[src/shared/ptbi_pkg.sv]
// Package for the periodic timebase: register map, field layout,
// reset values and the rate table of the divider chain.
// Assumes a 32-bit APB slave and a crystal tick sampled in the core clock.

package ptbi_pkg;

   // ----------------------------------------------------------------
   // Divider chain
   // ----------------------------------------------------------------
   // The rate table below only gives the printed rates with this crystal.
   localparam int unsigned PTBI_XTAL_HZ   = 32768;
   localparam int unsigned PTBI_STAGES    = 15;
   localparam int unsigned PTBI_RATE_W    = 3;
   localparam int unsigned PTBI_TAP_W     = 4;

   // Tap bit per rate code: the tap rises first after half of the
   // division ratio and then once per full ratio.
   localparam logic [3:0] PTBI_TAP_DIV32768 = 4'he;
   localparam logic [3:0] PTBI_TAP_DIV8192  = 4'hc;
   localparam logic [3:0] PTBI_TAP_DIV2048  = 4'ha;
   localparam logic [3:0] PTBI_TAP_DIV128   = 4'h6;
   localparam logic [3:0] PTBI_TAP_DIV64    = 4'h5;
   localparam logic [3:0] PTBI_TAP_DIV32    = 4'h4;
   localparam logic [3:0] PTBI_TAP_DIV16    = 4'h3;
   localparam logic [3:0] PTBI_TAP_DIV8     = 4'h2;

   // ----------------------------------------------------------------
   // Register map
   // ----------------------------------------------------------------
   localparam int unsigned PTBI_ADDR_W         = 8;
   localparam logic [7:0]  PTBI_OFS_CONTROL    = 8'h00;
   localparam logic [7:0]  PTBI_OFS_COUNT      = 8'h04;

   // Fields of timebase_control.
   localparam int unsigned PTBI_BIT_PENDING    = 7;
   localparam int unsigned PTBI_BIT_RATE_HI    = 6;
   localparam int unsigned PTBI_BIT_RATE_LO    = 4;
   localparam int unsigned PTBI_BIT_ACK        = 3;
   localparam int unsigned PTBI_BIT_IRQ_EN     = 2;
   localparam int unsigned PTBI_BIT_ENABLE     = 1;

   // Reset values.
   localparam logic [2:0]  PTBI_RST_RATE       = 3'h0;
   localparam logic        PTBI_RST_IRQ_EN     = 1'h0;
   localparam logic        PTBI_RST_ENABLE     = 1'h0;

   function automatic logic [3:0] ptbi_tap_of(input logic [2:0] code);
      logic [3:0] tap;
      tap = PTBI_TAP_DIV32768;
      case (code)
         3'h0:    tap = PTBI_TAP_DIV32768;
         3'h1:    tap = PTBI_TAP_DIV8192;
         3'h2:    tap = PTBI_TAP_DIV2048;
         3'h3:    tap = PTBI_TAP_DIV128;
         3'h4:    tap = PTBI_TAP_DIV64;
         3'h5:    tap = PTBI_TAP_DIV32;
         3'h6:    tap = PTBI_TAP_DIV16;
         default: tap = PTBI_TAP_DIV8;
      endcase
      return tap;
   endfunction : ptbi_tap_of

endpackage : ptbi_pkg

[src/hw/ptbi_divider.sv]
// Divider counter chain of the periodic timebase with its tap selector.
// Assumes the crystal tick is a one-cycle pulse in the core clock domain.

`timescale 1ns/1ns
`default_nettype none

module ptbi_divider #(
   parameter int unsigned STAGES = ptbi_pkg::PTBI_STAGES,
   parameter int unsigned TAP_W  = ptbi_pkg::PTBI_TAP_W
) (
   input  wire logic              core_clk_i,
   input  wire logic              rst_i,
   input  wire logic              enable_i,
   input  wire logic              advance_i,
   input  wire logic [TAP_W-1:0]  tap_i,
   output logic                   rollover_o,
   output logic [STAGES-1:0]      count_o
);

   // ----------------------------------------------------------------
   // Counter
   // ----------------------------------------------------------------
   logic [STAGES-1:0] count_q;
   logic [STAGES-1:0] count_d;
   logic              rollover_q;
   logic              rollover_d;

   always_comb begin
      count_d    = count_q;
      rollover_d = 1'b0;
      if (!enable_i) begin
         count_d = '0;
      end else if (advance_i) begin
         count_d    = count_q + {{(STAGES-1){1'b0}}, 1'b1};
         // A rising tap bit is the rollover of the selected stage.
         rollover_d = count_d[tap_i] & ~count_q[tap_i];
      end
   end

   always_ff @(posedge core_clk_i or posedge rst_i) begin
      if (rst_i) begin
         count_q    <= '0;
         rollover_q <= 1'b0;
      end else begin
         count_q    <= count_d;
         rollover_q <= rollover_d;
      end
   end

   assign rollover_o = rollover_q;
   assign count_o    = count_q;

endmodule : ptbi_divider

`default_nettype wire

[src/hw/ptbi_top.sv]
// Periodic timebase interrupt generator with an APB register port.
// Assumes the crystal clock arrives as a plain input synchronous to the
// core clock, and that wait and stop mode indications come from the
// power controller of the chip.
//
// Local design decisions: the APB interface to the registers and the address map.

`timescale 1ns/1ns
`default_nettype none

// Notes on behaviour
// - Disabled module holds counter at zero.
// - Enabled module counts crystal clock edges.
// - Selected tap rollover sets pending flag.
// - Pending and irq enable raise interrupt.
// - First event half period, then full.
// - Rate codes pick ratios 32768 down to 8.
// - Acknowledge bit always reads zero.
// - Writing one acknowledges; zero does nothing.
// - Pending flag read-only, set by rollover.
// - Irq enable readable, writable, reset clear.
// - Module enable readable, writable, reset clear.
// - Wait mode counts; register access blocked.
// - Stop with oscillator running counts, wakes.
// - Stop without oscillator: idle, inaccessible.
// - Rate table assumes 32.768 kHz crystal.
// - Fifteen stages, eight selectable taps.
module ptbi_top #(
   parameter int unsigned ADDR_W = ptbi_pkg::PTBI_ADDR_W,
   parameter int unsigned STAGES = ptbi_pkg::PTBI_STAGES
) (
   input  wire logic              core_clk_i,
   input  wire logic              rst_i,
   input  wire logic              psel_i,
   input  wire logic              penable_i,
   input  wire logic              pwrite_i,
   input  wire logic [ADDR_W-1:0] paddr_i,
   input  wire logic [31:0]       pwdata_i,
   input  wire logic [3:0]        pstrb_i,
   output logic      [31:0]       prdata_o,
   output logic                   pready_o,
   output logic                   pslverr_o,
   input  wire logic              divider_input_clock_i,
   input  wire logic              wait_mode_i,
   input  wire logic              stop_mode_i,
   input  wire logic              oscillator_run_in_stop_i,
   output logic                   irq_o,
   output logic                   wakeup_o
);

   // ----------------------------------------------------------------
   // Declarations
   // ----------------------------------------------------------------
   logic              xtal_prev_q;
   logic              xtal_prev_d;
   logic              xtal_tick;
   logic              osc_alive;
   logic              advance;

   logic [2:0]        rate_select_field_q;
   logic [2:0]        rate_select_field_d;
   logic              rollover_irq_enable_q;
   logic              rollover_irq_enable_d;
   logic              module_enable_bit_q;
   logic              module_enable_bit_d;
   logic              rollover_pending_flag_q;
   logic              rollover_pending_flag_d;

   logic              irq_q;
   logic              irq_d;
   logic              wakeup_q;
   logic              wakeup_d;

   logic [31:0]       prdata_q;
   logic [31:0]       prdata_d;
   logic              pready_q;
   logic              pready_d;
   logic              pslverr_q;
   logic              pslverr_d;

   logic              setup_phase;
   logic              access_done;
   logic              bus_blocked;
   logic              hit_control;
   logic              hit_count;
   logic              wr_control;
   logic              flag_acknowledge_bit;
   logic              rollover;
   logic [STAGES-1:0] count;
   logic [7:0]        control_view;
   logic [3:0]        tap_select_q;
   logic [3:0]        tap_select_d;
   logic [31:0]       count_view;

   // ----------------------------------------------------------------
   // Crystal tick and low-power gating
   // ----------------------------------------------------------------
   // The crystal clock is far slower than the core clock, so a rising
   // edge seen in two successive samples is one crystal period.
   always_comb begin
      xtal_prev_d = divider_input_clock_i;
   end

   always_ff @(posedge core_clk_i or posedge rst_i) begin
      if (rst_i) begin
         xtal_prev_q <= 1'b0;
      end else begin
         xtal_prev_q <= xtal_prev_d;
      end
   end

   assign xtal_tick = divider_input_clock_i & ~xtal_prev_q;

   // Wait mode leaves the oscillator running; stop mode keeps it only
   // when it has been allowed to run there.
   assign osc_alive = ~stop_mode_i | oscillator_run_in_stop_i;
   assign advance   = xtal_tick & osc_alive;

   // ----------------------------------------------------------------
   // Tap selection
   // ----------------------------------------------------------------
   // The tap is registered to keep the rate decode off the compare path.
   // A rate write reaches the chain one cycle late, which is harmless
   // because software keeps the rate fixed while the chain counts.
   always_comb begin
      tap_select_d = ptbi_pkg::ptbi_tap_of(rate_select_field_q);
   end

   always_ff @(posedge core_clk_i or posedge rst_i) begin
      if (rst_i) begin
         tap_select_q <= ptbi_pkg::PTBI_TAP_DIV32768;
      end else begin
         tap_select_q <= tap_select_d;
      end
   end

   // ----------------------------------------------------------------
   // Count view
   // ----------------------------------------------------------------
   // The chain is one register, so a read never sees a torn value.
   always_comb begin
      count_view             = 32'h0000_0000;
      count_view[STAGES-1:0] = count;
   end

   // ----------------------------------------------------------------
   // Divider chain
   // ----------------------------------------------------------------
   // Clearing the enable zeroes the chain, so a clear and set restarts
   // the period from the beginning.
   ptbi_divider #(
      .STAGES (STAGES),
      .TAP_W  (ptbi_pkg::PTBI_TAP_W)
   ) u_divider (
      .core_clk_i (core_clk_i),
      .rst_i      (rst_i),
      .enable_i   (module_enable_bit_q),
      .advance_i  (advance),
      .tap_i      (tap_select_q),
      .rollover_o (rollover),
      .count_o    (count)
   );

   // ----------------------------------------------------------------
   // APB decode
   // ----------------------------------------------------------------
   // The CPU cannot reach the register in either low-power mode; an
   // access then is answered with an error and has no effect.
   assign bus_blocked = wait_mode_i | stop_mode_i;
   assign setup_phase = psel_i & ~penable_i;
   assign access_done = psel_i & penable_i & pready_q;
   assign hit_control = (paddr_i == ptbi_pkg::PTBI_OFS_CONTROL);
   assign hit_count   = (paddr_i == ptbi_pkg::PTBI_OFS_COUNT);
   assign wr_control  = access_done & pwrite_i & hit_control & pstrb_i[0]
                        & ~pslverr_q;

   assign flag_acknowledge_bit = wr_control & pwdata_i[ptbi_pkg::PTBI_BIT_ACK];

   // The acknowledge position always reads back as zero.
   always_comb begin
      control_view = 8'h00;
      control_view[ptbi_pkg::PTBI_BIT_PENDING] = rollover_pending_flag_q;
      control_view[ptbi_pkg::PTBI_BIT_RATE_HI:ptbi_pkg::PTBI_BIT_RATE_LO] =
         rate_select_field_q;
      control_view[ptbi_pkg::PTBI_BIT_IRQ_EN]  = rollover_irq_enable_q;
      control_view[ptbi_pkg::PTBI_BIT_ENABLE]  = module_enable_bit_q;
   end

   // ----------------------------------------------------------------
   // APB answer
   // ----------------------------------------------------------------
   // The answer is prepared in the setup cycle, so every transfer ends
   // at the first access edge with no wait state.
   always_comb begin
      prdata_d  = prdata_q;
      pready_d  = 1'b0;
      pslverr_d = 1'b0;
      if (setup_phase) begin
         pready_d  = 1'b1;
         prdata_d  = 32'h0000_0000;
         pslverr_d = bus_blocked | ~(hit_control | hit_count)
                     | (pwrite_i & hit_count);
         if (!pwrite_i && !bus_blocked) begin
            if (hit_control) begin
               prdata_d = {24'h00_0000, control_view};
            end else if (hit_count) begin
               prdata_d = count_view;
            end
         end
      end else if (psel_i && penable_i && !pready_q) begin
         pready_d  = 1'b1;
         pslverr_d = pslverr_q;
      end
   end

   always_ff @(posedge core_clk_i or posedge rst_i) begin
      if (rst_i) begin
         prdata_q  <= 32'h0000_0000;
         pready_q  <= 1'b0;
         pslverr_q <= 1'b0;
      end else begin
         prdata_q  <= prdata_d;
         pready_q  <= pready_d;
         pslverr_q <= pslverr_d;
      end
   end

   // ----------------------------------------------------------------
   // Control fields
   // ----------------------------------------------------------------
   // A rate change while enabled is accepted as written; software is
   // expected to disable first, otherwise one period may be cut short.
   always_comb begin
      rate_select_field_d   = rate_select_field_q;
      rollover_irq_enable_d = rollover_irq_enable_q;
      module_enable_bit_d   = module_enable_bit_q;
      if (wr_control) begin
         rate_select_field_d   = pwdata_i[ptbi_pkg::PTBI_BIT_RATE_HI:
                                          ptbi_pkg::PTBI_BIT_RATE_LO];
         rollover_irq_enable_d = pwdata_i[ptbi_pkg::PTBI_BIT_IRQ_EN];
         module_enable_bit_d   = pwdata_i[ptbi_pkg::PTBI_BIT_ENABLE];
      end
   end

   always_ff @(posedge core_clk_i or posedge rst_i) begin
      if (rst_i) begin
         rate_select_field_q   <= ptbi_pkg::PTBI_RST_RATE;
         rollover_irq_enable_q <= ptbi_pkg::PTBI_RST_IRQ_EN;
         module_enable_bit_q   <= ptbi_pkg::PTBI_RST_ENABLE;
      end else begin
         rate_select_field_q   <= rate_select_field_d;
         rollover_irq_enable_q <= rollover_irq_enable_d;
         module_enable_bit_q   <= module_enable_bit_d;
      end
   end

   // ----------------------------------------------------------------
   // Pending flag
   // ----------------------------------------------------------------
   // Only a rollover sets the flag and only a written one clears it; a
   // rollover in the same cycle as the clear wins so no event is lost.
   always_comb begin
      rollover_pending_flag_d = rollover_pending_flag_q;
      if (flag_acknowledge_bit) begin
         rollover_pending_flag_d = 1'b0;
      end
      if (rollover) begin
         rollover_pending_flag_d = 1'b1;
      end
   end

   always_ff @(posedge core_clk_i or posedge rst_i) begin
      if (rst_i) begin
         rollover_pending_flag_q <= 1'b0;
      end else begin
         rollover_pending_flag_q <= rollover_pending_flag_d;
      end
   end

   // ----------------------------------------------------------------
   // Interrupt and wakeup
   // ----------------------------------------------------------------
   // Both outputs follow the flag and enable of the same cycle, so the
   // request drops on the edge where the acknowledge takes effect.
   always_comb begin
      irq_d    = rollover_pending_flag_d & rollover_irq_enable_d;
      wakeup_d = irq_d & stop_mode_i & oscillator_run_in_stop_i;
   end

   always_ff @(posedge core_clk_i or posedge rst_i) begin
      if (rst_i) begin
         irq_q    <= 1'b0;
         wakeup_q <= 1'b0;
      end else begin
         irq_q    <= irq_d;
         wakeup_q <= wakeup_d;
      end
   end

   // ----------------------------------------------------------------
   // Outputs
   // ----------------------------------------------------------------
   assign prdata_o  = prdata_q;
   assign pready_o  = pready_q;
   assign pslverr_o = pslverr_q;
   assign irq_o     = irq_q;
   assign wakeup_o  = wakeup_q;

endmodule : ptbi_top

`default_nettype wire

[config.mk]
export PLATFORM = sky130hd
export DESIGN_NAME = ptbi_top
export DESIGN_NICKNAME = d
export VERILOG_FILES = /design/src/shared/ptbi_pkg.sv /design/src/hw/ptbi_divider.sv /design/src/hw/ptbi_top.sv
export SDC_FILE = /design/constraint.sdc
export NUM_CORES = 1
export LEC_CHECK = 0
export BUFFER_PORTS_ARGS = -buffer_cell sky130_fd_sc_hd__clkbuf_2
export CORE_ASPECT_RATIO = 0.9
export CORE_MARGIN = 3
export CORE_UTILIZATION = 48
export CTS_CLUSTER_DIAMETER = 200
export CTS_CLUSTER_SIZE = 40
export DETAILED_ROUTE_END_ITERATION = 7
export GPL_TIMING_DRIVEN = 0
export PLACE_DENSITY = 0.85
export SKIP_LAST_GASP = 1
export SLEW_MARGIN = 20
export SYNTH_ARGS = -nofsm -noshare
export SYNTH_HDL_FRONTEND = slang
export SYNTH_HIERARCHICAL = 1
export SYNTH_SLANG_ARGS = --single-unit
[constraint.sdc]
create_clock -name core_clk_i -period 4.25 [get_ports core_clk_i]
set_input_delay 0.2125 -clock core_clk_i [delete_from_list [all_inputs] [get_ports core_clk_i]]
set_output_delay 0.2125 -clock core_clk_i [all_outputs]
set_load 0.02 [all_outputs]
==> summary.md, run 1 <==
| Metric | Value |
|---|---|
| Status | `complete, no violations` |
| Number of buffers created by CTS | `5` |
| Worst rel slew slack | `0.5453` |
| R2r worst-path depth | `6` |
| DR vias/cell | `5.531` |
| Worst-Margin Slew | `0.6768 ns` |
| Die span in y | `75.99 um` |
| VDD IR-drop max | `0.2018 mV` |
| RSZ-0062 raised after global routing | `false` |
| CTS H-Tree Depth | `2` |
| Hold Worst Slack | `0.03550 ns` |
| GRT Overall Usage | `0.1921` |
| Global-route wire length before repair | `10,030 um` |
| Setup Crit Path Kind | `reg2reg` |
| Layout cells sized above 1 | `0.3182` |
| Slowest stage delay, CP | `0.49 ns` |
| Critical R2R Capture | `u_divider/rollover_o$_DFF_PP0_` |
| Maxcap violations | `0` |
| Initial antenna violation count | `0` |
| 1st-pass router iterations | `4` |
| Fraction of registers with async set or reset after synthesis | `1.000` |
| Crit path cell chain | `ha_1, nand4_4, or3_1, a311oi_1, or4b_1, a31oi_1` |
| Final setup vio count | `0` |
| Most frequent cells in the layout | `clkbuf_2 (43), dfrtp_1 (43), buf_4 (19), conb_1 (17), a22o_1 (15)` |
| Post-route insts no fill | `373` |
| Die width | `83.77 um` |
| Vias in the first global route | `2,106` |
| Fillers | `429` |
| Worst-path clk slew | `0.08 ns` |
| Worst Min Path Start | `divider_input_clock_i` |
| HP Class | `in2reg` |
| Clock latency at the later pin of the worst-skew pair | `0.29 ns` |
| Final Wtd Congestion | `0.9186` |
| Final hold vios | `0` |
| Std-Cell Rows | `24` |
| Placed cells | `364` |
| Total number of vias | `2,063` |
| Post-synthesis cell type count | `59` |
| CTS tree | `built` |
| Synth Register Bits | `46` |
| Critical path endpoint category | `register` |
| Fin crit share | `0.5508` |
| I/O Buffers | `42` |
| CTS root buffer | `clkbuf_8` |
| Clock period minus worst slack | `2.341 ns` |
| Register area share after synthesis | `0.4420` |
| N_diodes | `0` |
| Post-Synth Simple-Gate Area | `0.2174` |
| Initial DRC Count | `108` |
| Syn Area/Cell | `10.84 um2` |
| DP HPWL | `4451 um` |
| R2R setup slack | `1.91 ns` |
| Nets | `361` |
| DRT antenna net count | `0` |
| Adder and majority cell fraction of the synthesized area | `0.004789` |
| Cell Area, Synth | `2613 um2` |
| Total Routed Length | `5883 um` |
| Multi-input gate area | `1234 um2` |
| Xor/xnor cell area share of the yosys netlist | `0.04023` |
| Most used flip-flop cell after synthesis | `dfrtp_1` |
| Register area | `1155 um2` |
| R2r startpoint | `u_divider/count_o[0]$_DFFE_PP0P_` |
| Critical path required time | `4.46 ns` |
| CTS max path bufs | `2` |
| Synth Area in Compound Gates | `0.1384` |
| Crit start category | `register` |
| Area delta synth->final | `17.48%` |
| Mux contribution to synthesized area | `0.04693` |
| Core ar. | `5045 um2` |
| Post-synth EDFFs | `0` |
| Clock sink count | `46` |
| Layout Skew | `0.002004 ns` |
| DR WL/cell | `15.77 um` |
| CTS resizes | `0` |
| Starting Density | `0.5179` |
| Full die area | `6365 um2` |
| Post-CTS setup repair buffer count | `0` |
| Crit Path Max Fanout | `8` |
| Largest family of logic cells by synthesized area | `simple AND/OR/NAND/NOR gates` |
| Worst Hold End | `xtal_prev_q$_DFF_PP0_` |
| Worst hold stages | `1` |
| Pin count of the biggest net entering global routing | `31` |
| F_max | `427.2 MHz` |
| Residual DRC | `0` |
| Worst EP arrival | `2.55 ns` |
| Total congestion overflow | `0` |
| Pins Over Slew Limit | `0` |
| CP max-delay cell | `dfrtp_1` |
| Placed Area | `2964 um2` |
| Design area | `3069 um2` |
| Ys Warns | `6` |
| TNS Setup | `0 ns` |
| Syn Inst Count | `241` |
| P_leak | `1.514 nW` |
| Pwr/cell area | `254.8 nW/um2` |
| IO Count | `89` |
==> synth_stat cells, types with 3 or more instances <==
| cell type | instances | area [um2] |
|---|---|---|
| dfrtp_1 | 43 | 1076 |
| buf_4 | 19 | 142.6 |
| a22o_1 | 15 | 131.4 |
| inv_1 | 12 | 45.04 |
| and2_1 | 10 | 62.56 |
| nand3_1 | 9 | 45.04 |
| o21ai_0 | 9 | 45.04 |
| nand2_1 | 8 | 30.03 |
| xnor2_1 | 8 | 70.07 |
| nor2b_1 | 7 | 43.79 |
| a21o_1 | 6 | 45.04 |
| nor2_1 | 6 | 22.52 |
| nor4_1 | 6 | 37.54 |
| clkbuf_8 | 5 | 68.82 |
| mux2_2 | 5 | 56.30 |
| nand4_1 | 5 | 31.28 |
| and4b_1 | 4 | 40.04 |
| mux2i_1 | 4 | 40.04 |
| xor2_1 | 4 | 35.03 |
| a31oi_1 | 3 | 18.77 |
| dfstp_2 | 3 | 78.83 |
| nand4b_1 | 3 | 26.28 |
==> metrics by stage <==
step / utilization / setup WS (ns) / total power, mW
3_5_place_dp: 0.5876 / 1.959 / 0.5145
6_report: 0.6084 / 1.909 / 0.7820
2_1_floorplan: - / 2.189 / 0.4937
5_1_grt: 0.6084 / 1.812 / 0.8183
3_3_place_gp: 0.5876 / 1.977 / 0.5134
4_1_cts: 0.6084 / 1.943 / 0.7875
==> worst max-delay path: cells and delay by family (launching register included) <==
family / cells / cell delay (ns)
AOI/OAI and AO/OA: 2 / 0.44
and+or+nand+nor: 3 / 1.02
adders and majority gates: 1 / 0.31
DFF: 1 / 0.49
==> area by class of cell <==
type	instances	area share
clock buffers	6	0.02691
flip-flops and latches	46	0.3763
multi-input cells	170	0.4020
well taps	65	0.02650
inverters	12	0.01468
repair buffers	43	0.07175
clock inverters	2	0.004077
plain buffers	29	0.07786
==> state kept, by name, indices dropped and copies added (netlist names) <==
register                 flops
irq_o                        1
xtal_prev_q                  1
pslverr_o                    1
rate_select_field_q          3
prdata_o                    15
tap_select_q                 4
rollover_irq_enable_q        1
u_divider/count_o           15
pready_o                     1
u_divider/rollover_o         1
module_enable_bit_q          1
rollover_pending_flag_q      1
wakeup_o                     1
==> report_power, final <==
part / internal (mW) / switching [mW]
registers: 0.439 / 0.00161
clock network: 0.131 / 0.144
logic: 0.0256 / 0.0406
==> repair_timing <==
| item | CTS | global route |
|---|---|---|
| hold buffers | 1 | 0 |
| hold endpoints to repair | 16 | 0 |
| endpoints found under the setup margin | 0 | 0 |
==> logic make-up (layout without fill, tap and decap cells) <==
family / after synthesis / count (layout)
xor gates and xnor gates: 12 / 12
DFF: 46 / 46
buffers and inverters: 41 / 92
muxes: 10 / 10
adders and majority gates: 1 / 1
and+or+nand+nor: 82 / 82
other: 1 / 17
AOI/OAI and AO/OA: 48 / 48
==> routing by layer <==
metal / GRT usage / vias up / wire (um) / share of wire
met5: 0 / - / 0 / 0
met4: 0.05305 / 0 / 31 / 0.0053
met3: 0.04216 / 4 / 439 / 0.075
met2: 0.3203 / 72 / 2861 / 0.49
met1: 0.2524 / 1008 / 2550 / 0.43
li1: - / 979 / - / -
==> worst max-delay path by stage <==
stage / startpoint / to / slack [ns] / cells after the start
after global routing: u_divider/count_o[0]$_DFFE_PP0P_ / u_divider/rollover_o$_DFF_PP0_ / 1.81 / 6
final: u_divider/count_o[0]$_DFFE_PP0P_ / u_divider/rollover_o$_DFF_PP0_ / 1.91 / 6
after CTS: u_divider/count_o[0]$_DFFE_PP0P_ / u_divider/rollover_o$_DFF_PP0_ / 1.94 / 6
after floorplan: u_divider/count_o[0]$_DFFE_PP0P_ / u_divider/rollover_o$_DFF_PP0_ / 2.19 / 6
after global placement: u_divider/count_o[0]$_DFFE_PP0P_ / u_divider/rollover_o$_DFF_PP0_ / 1.98 / 6
after detailed placement: u_divider/count_o[0]$_DFFE_PP0P_ / u_divider/rollover_o$_DFF_PP0_ / 1.96 / 6
(Power assumes the default switching activity.)
==> run 2, diff against run 1 <==
--- a/config.mk
+++ b/config.mk
@@ -8,12 +8,12 @@
 export BUFFER_PORTS_ARGS = -buffer_cell sky130_fd_sc_hd__clkbuf_2
 export CORE_ASPECT_RATIO = 0.9
 export CORE_MARGIN = 3
-export CORE_UTILIZATION = 48
+export CORE_UTILIZATION = 45
 export CTS_CLUSTER_DIAMETER = 200
 export CTS_CLUSTER_SIZE = 40
 export DETAILED_ROUTE_END_ITERATION = 7
 export GPL_TIMING_DRIVEN = 0
-export PLACE_DENSITY = 0.85
+export PLACE_DENSITY = 0.84
 export SKIP_LAST_GASP = 1
 export SLEW_MARGIN = 20
 export SYNTH_ARGS = -nofsm -noshare
==> constraint.sdc (replaced) <==
create_clock -name core_clk_i -period 2 [get_ports core_clk_i]
set_input_delay 0.1 -clock core_clk_i [delete_from_list [all_inputs] [get_ports core_clk_i]]
set_output_delay 0.1 -clock core_clk_i [all_outputs]
set_load 0.02 [all_outputs]
==> run 2 against run 1 <==
The run now ends with negative setup slack left. Cell area grew 3.3%. Power rose by 110%. First-iteration DRC count is 44% higher. Clock power grew 120%. Clock-buffer cell count unchanged. Non-clock buffer count rose by 6. Clock skew is 0.0070 ns higher. Maximum frequency grew 14%. Register-to-register slack worse by 2.0 ns. Sequential share of layout area shrank 0.87 points. Critical path type unchanged. Critical endpoint unchanged.
==> summary.md, run 2 (synthesis results as in run 1) <==
| Metric | Value |
|---|---|
| Sw Share | `0.2415` |
| Clock sink count | `46` |
| Post-place setup slack | `-0.1909 ns` |
| Final Wtd Congestion | `0.9147` |
| Layout cells sized above 1 | `0.3726` |
| Maxcap violations | `0` |
| Reg power frac | `0.561` |
| R2r worst-path depth | `6` |
| Pin count of the biggest net entering global routing | `31` |
| Full die area | `6757 um2` |
| Worst hold stages | `3` |
| N_diodes | `0` |
| Design area | `3169 um2` |
| Crit Path Max Fanout | `8` |
| Worst Min Path Start | `oscillator_run_in_stop_i` |
| Critical R2R Capture | `u_divider/rollover_o$_DFF_PP0_` |
| Total congestion overflow | `0` |
| Fin crit share | `1.028` |
| Initial DRC Count | `156` |
| Global-route wire length before repair | `9425 um` |
| DR WL/cell | `16.05 um` |
| RSZ-0062 raised after global routing | `true` |
| Die span in y | `78.29 um` |
| DR vias/cell | `5.512` |
| Worst Hold End | `wakeup_o$_DFF_PP0_` |
| Placed cells | `366` |
| Total Routed Length | `6114 um` |
| Pwr/cell area | `527.4 nW/um2` |
| Layout Skew | `0.008959 ns` |
| Placed Area | `2980 um2` |
| P_leak | `1.532 nW` |
| Number of buffers created by CTS | `5` |
| Starting Density | `0.4800` |
| Commonest non-fill, non-tap cell in the layout | `clkbuf_2` |
| Fillers | `479` |
| Internal | `1.268 mW` |
| IO Count | `89` |
| TNS Setup | `-0.05630 ns` |
| Std-Cell Rows | `25` |
| P_sw | `403.7 uW` |
| Final hold vios | `0` |
| 1st-pass router iterations | `4` |
| Crit path cell chain | `ha_4, nand4_4, or3_4, a311oi_2, or4b_1, a31oi_1` |
| Failing checks | `negative setup slack` |
| CP top delay family | `simple AND/OR/NAND/NOR gates` |
| CP max-delay cell | `or4b_1` |
| Setup Crit Path Kind | `reg2reg` |
| Vias in the first global route | `2,007` |
| HP Class | `in2reg` |
| CTS H-Tree Depth | `2` |
| R2r startpoint | `u_divider/count_o[0]$_DFFE_PP0P_` |
| Critical path endpoint category | `register` |
| Hold Worst Slack | `0.02884 ns` |
| Worst rel slew slack | `0.5688` |
| Most frequent cells in the layout | `clkbuf_2 (42), dfrtp_1 (35), buf_4 (24), conb_1 (17), a22o_1 (15)` |
| Die width | `86.32 um` |
| VDD IR-drop max | `0.5291 mV` |
| DRT antenna net count | `0` |
| Post-route insts no fill | `381` |
| Slowest stage delay, CP | `0.46 ns` |
| Logic pwr share | `0.085` |
| Total number of vias | `2,100` |
| DP HPWL | `4327 um` |
| Area delta synth->final | `21.31%` |
| I/O Buffers | `42` |
| CTS max path bufs | `2` |
| CTS tree | `built` |
| Residual DRC | `0` |
| Initial antenna violation count | `0` |
| Worst EP arrival | `2.26 ns` |
| Nets | `367` |
| CTS root buffer | `clkbuf_8` |
| Pins Over Slew Limit | `0` |
| R2R setup slack | `-0.06 ns` |
| Clock latency at the later pin of the worst-skew pair | `0.29 ns` |
| Crit start category | `register` |
| Final setup vio count | `1` |
| Status | `complete, but fails checks` |
| CP bufs+invs | `0` |
| Clock power share | `0.354` |
| Core ar. | `5443 um2` |
| Worst Setup Slack, final | `-0.05630 ns` |
| GRT Overall Usage | `0.1769` |
| Worst-Margin Slew | `0.6460 ns` |
| F_max | `486.3 MHz` |
| Clock period minus worst slack | `2.056 ns` |
| Worst-path clk slew | `0.09 ns` |
| Critical path required time | `2.20 ns` |
## run 2: repair_timing
item	CTS	global route
pin swaps	0	5
resized for setup	4	10
hold buffers	2	0
setup endpoints to repair	4	4
buffers inserted	2	3
gates cloned	0	0
endpoints found under the hold margin	17	0
## run 2: area by class of cell
| cell class | instances | area (um2) | share of cell area |
|---|---|---|---|
| Multi-Input combinational cell | 170 | 1274 | 0.4019 |
| Sequential cell | 46 | 1165 | 0.3675 |
| Timing Repair Buffer | 49 | 267.8 | 0.08448 |
| Buffer | 29 | 239.0 | 0.07540 |
| Tap cell | 67 | 83.83 | 0.02645 |
| Clock buffer | 6 | 82.58 | 0.02606 |
| Inverter | 12 | 45.04 | 0.01421 |
| Clock inverter | 2 | 12.51 | 0.003948 |
## run 2: stage by stage
stage	utilization	power (mW)
floorplan	-	1.049
global placement	0.5476	1.092
detailed placement	0.5476	1.094
CTS	0.5745	1.685
global route	0.5823	1.743
finish	0.5823	1.671
## run 2: worst max path at each step
stage	slack, ns	endpoint	cells past startpoint	start
4_1_cts	-0.09	u_divider/rollover_o$_DFF_PP0_	6	u_divider/count_o[1]$_DFFE_PP0P_
5_1_grt	-0.11	u_divider/rollover_o$_DFF_PP0_	6	u_divider/count_o[0]$_DFFE_PP0P_
2_1_floorplan	0.001	u_divider/rollover_o$_DFF_PP0_	6	u_divider/count_o[1]$_DFFE_PP0P_
3_5_place_dp	-0.19	u_divider/rollover_o$_DFF_PP0_	6	u_divider/count_o[1]$_DFFE_PP0P_
3_3_place_gp	-0.17	u_divider/rollover_o$_DFF_PP0_	6	u_divider/count_o[1]$_DFFE_PP0P_
6_report	-0.06	u_divider/rollover_o$_DFF_PP0_	6	u_divider/count_o[0]$_DFFE_PP0P_
## run 2: per-layer routing
layer,global-route usage,up-vias,share of wire
li1,-,993,-
met2,0.2874,87,0.49
met5,0,-,0
met1,0.2347,1010,0.44
met4,0.05919,0,0.014
met3,0.03673,10,0.065
## run 2: power by group through the flow
stage / sequential (mW) / clock [mW] / combinational (mW)
2_1_floorplan: 0.958 / 0 / 0.0911
3_3_place_gp: 0.956 / 0 / 0.136
3_5_place_dp: 0.956 / 0 / 0.138
4_1_cts: 0.938 / 0.605 / 0.142
5_1_grt: 0.938 / 0.650 / 0.155
6_report: 0.938 / 0.592 / 0.142
## run 2: worst register-to-register path, stage by stage (launching register included)
cell,delay [ns]
dfrtp_2,0.41
ha_4,0.17
nand4_4,0.18
or3_4,0.37
a311oi_2,0.20
or4b_1,0.46
a31oi_1,0.17
==> run 3, diff against run 2 <==
--- a/config.mk
+++ b/config.mk
@@ -5,7 +5,7 @@
 export SDC_FILE = /design/constraint.sdc
 export NUM_CORES = 1
 export LEC_CHECK = 0
-export BUFFER_PORTS_ARGS = -buffer_cell sky130_fd_sc_hd__clkbuf_2
+export BUFFER_PORTS_ARGS = -buffer_cell sky130_fd_sc_hd__buf_2
 export CORE_ASPECT_RATIO = 0.9
 export CORE_MARGIN = 3
 export CORE_UTILIZATION = 45
==> run 3 against run 2 <==
The run still ends with negative setup slack left. Clock-buffer cell count did not move. Core utilization rose by 0.39 points. Critical endpoint unchanged. Clock skew fell by 0.0036 ns. Cell area rose by 0.67%. Largest cell class unchanged. Critical path depth did not move.
==> summary.md, run 3 (synthesis results as in run 1) <==
| Metric | Value |
|---|---|
| Status | `complete, but fails checks` |
| Failing checks | `negative setup slack` |
| Initial DRC Count | `147` |
| F_max | `486.6 MHz` |
| Layout cells sized above 1 | `0.3569` |
| CP max-delay cell | `or4b_1` |
| CTS H-Tree Depth | `2` |
| Std-Cell Rows | `25` |
| Clock period minus worst slack | `2.055 ns` |
| Pins Over Slew Limit | `0` |
| Crit path depth | `6` |
| HP Class | `in2reg` |
| Setup Crit Path Kind | `reg2reg` |
| IO Count | `89` |
| Die span in y | `78.29 um` |
| Nets | `364` |
| VDD IR-drop max | `0.4951 mV` |
| N_diodes | `0` |
| CTS max path bufs | `2` |
| Vias in the first global route | `2,030` |
| Clock latency at the later pin of the worst-skew pair | `0.30 ns` |
| Core ar. | `5443 um2` |
| Final setup vio count | `1` |
| Starting Density | `0.4800` |
| Total number of vias | `2,082` |
| GRT Overall Usage | `0.1831` |
| Worst-Margin Slew | `0.6428 ns` |
| Global-route wire length before repair | `9818 um` |
| Total Routed Length | `5992 um` |
| Commonest non-fill, non-tap cell in the layout | `buf_2` |
| Worst rel slew slack | `0.5710` |
| Crit Path Max Fanout | `8` |
| Worst hold stages | `2` |
| Maxcap violations | `0` |
| RSZ-0062 raised after global routing | `true` |
| Initial antenna violation count | `0` |
| Crit start category | `register` |
| Critical path required time | `2.22 ns` |
| Clock sink count | `46` |
| Area delta synth->final | `22.13%` |
| DRT antenna net count | `0` |
| Die width | `86.32 um` |
| Fin crit share | `1.027` |
| Core Util, Final | `0.5862` |
| P_leak | `1.556 nW` |
| Pwr/cell area | `605.6 nW/um2` |
| Total power | `1.932 mW` |
| CP bufs+invs | `0` |
| Final Wtd Congestion | `0.9234` |
| CTS tree | `built` |
| DR WL/cell | `15.85 um` |
| Residual DRC | `0` |
| I/O Buffers | `42` |
| R2r worst-path depth | `6` |
| CTS root buffer | `clkbuf_8` |
| Critical path endpoint category | `register` |
| Pin count of the biggest net entering global routing | `31` |
| DP HPWL | `4227 um` |
| Worst EP arrival | `2.27 ns` |
| Total congestion overflow | `0` |
| CP top delay family | `simple AND/OR/NAND/NOR gates` |
| Full die area | `6757 um2` |
| Worst Setup Slack, final | `-0.05489 ns` |
| Final hold vios | `0` |
| Most frequent cells in the layout | `buf_2 (42), dfrtp_1 (38), buf_4 (21), conb_1 (17), a22o_1 (15)` |
| Layout Skew | `0.005354 ns` |
| Crit path cell chain | `ha_4, nand4_4, or3_4, a311oi_2, or4b_1, a31oi_1` |
| TNS Setup | `-0.05489 ns` |
| Number of buffers created by CTS | `5` |
| Slowest stage delay, CP | `0.47 ns` |
| Worst-path clk slew | `0.09 ns` |
| 1st-pass router iterations | `4` |
| Hold Worst Slack | `0.02395 ns` |
| DR vias/cell | `5.508` |
## run 3: final timing paths
path	start	to	slack, ns
hold / removal	pwdata_i[1]	module_enable_bit_q$_DFFE_PP0N_	0.02
hold reg to reg	u_divider/count_o[9]$_DFFE_PP0P_	prdata_o[9]$_DFFE_PP0P_	0.50
min in group asynchronous	rst_i	prdata_o[3]$_DFFE_PP0P_	0.43
setup / recovery	u_divider/count_o[0]$_DFFE_PP0P_	u_divider/rollover_o$_DFF_PP0_	-0.05
setup reg to reg	u_divider/count_o[0]$_DFFE_PP0P_	u_divider/rollover_o$_DFF_PP0_	-0.05
max in group asynchronous	rst_i	u_divider/count_o[0]$_DFFE_PP0P_	1.11
## run 3: cell type report
type	instances	area (um2)
multi-input cells	170	1274
clock buffers	6	82.58
plain buffers	29	239.0
flip-flops and latches	46	1161
repair buffers	46	245.2
well taps	67	83.83
fillers	469	2252
inverters	12	45.04
clock inverters	2	60.06
## run 3: where the power goes
| group | switching (mW) | internal, mW | total, mW |
|---|---|---|---|
| combinational | 0.0874 | 0.0558 | 0.143 |
| clock | 0.319 | 0.533 | 0.851 |
| sequential | 0.00368 | 0.934 | 0.937 |
## run 3: per-layer routing
metal | track usage | wire (um) | vias up
met3 | 0.03253 | 345 | 13
met5 | 0 | 0 | -
met4 | 0.04829 | 83 | 0
li1 | - | - | 985
met2 | 0.2982 | 2826 | 75
met1 | 0.2515 | 2736 | 1009
## run 3: through the flow
step / worst slack [ns] / area (um2) / cells
after floorplan: 0.001389 / 2686 / 257
after CTS: -0.1072 / 3164 / 378
after global placement: -0.1694 / 2980 / 366
after detailed placement: -0.1907 / 2980 / 366
after global routing: -0.1139 / 3191 / 378
final: -0.05489 / 3191 / 378
## run 3: repair_timing
item                                    CTS  global route
hold buffers                              2             0
pin swaps                                 0             5
resized for setup                         2             8
endpoints found under the hold margin    17             0
endpoints found under the setup margin    5             4
setup buffers                             2             0
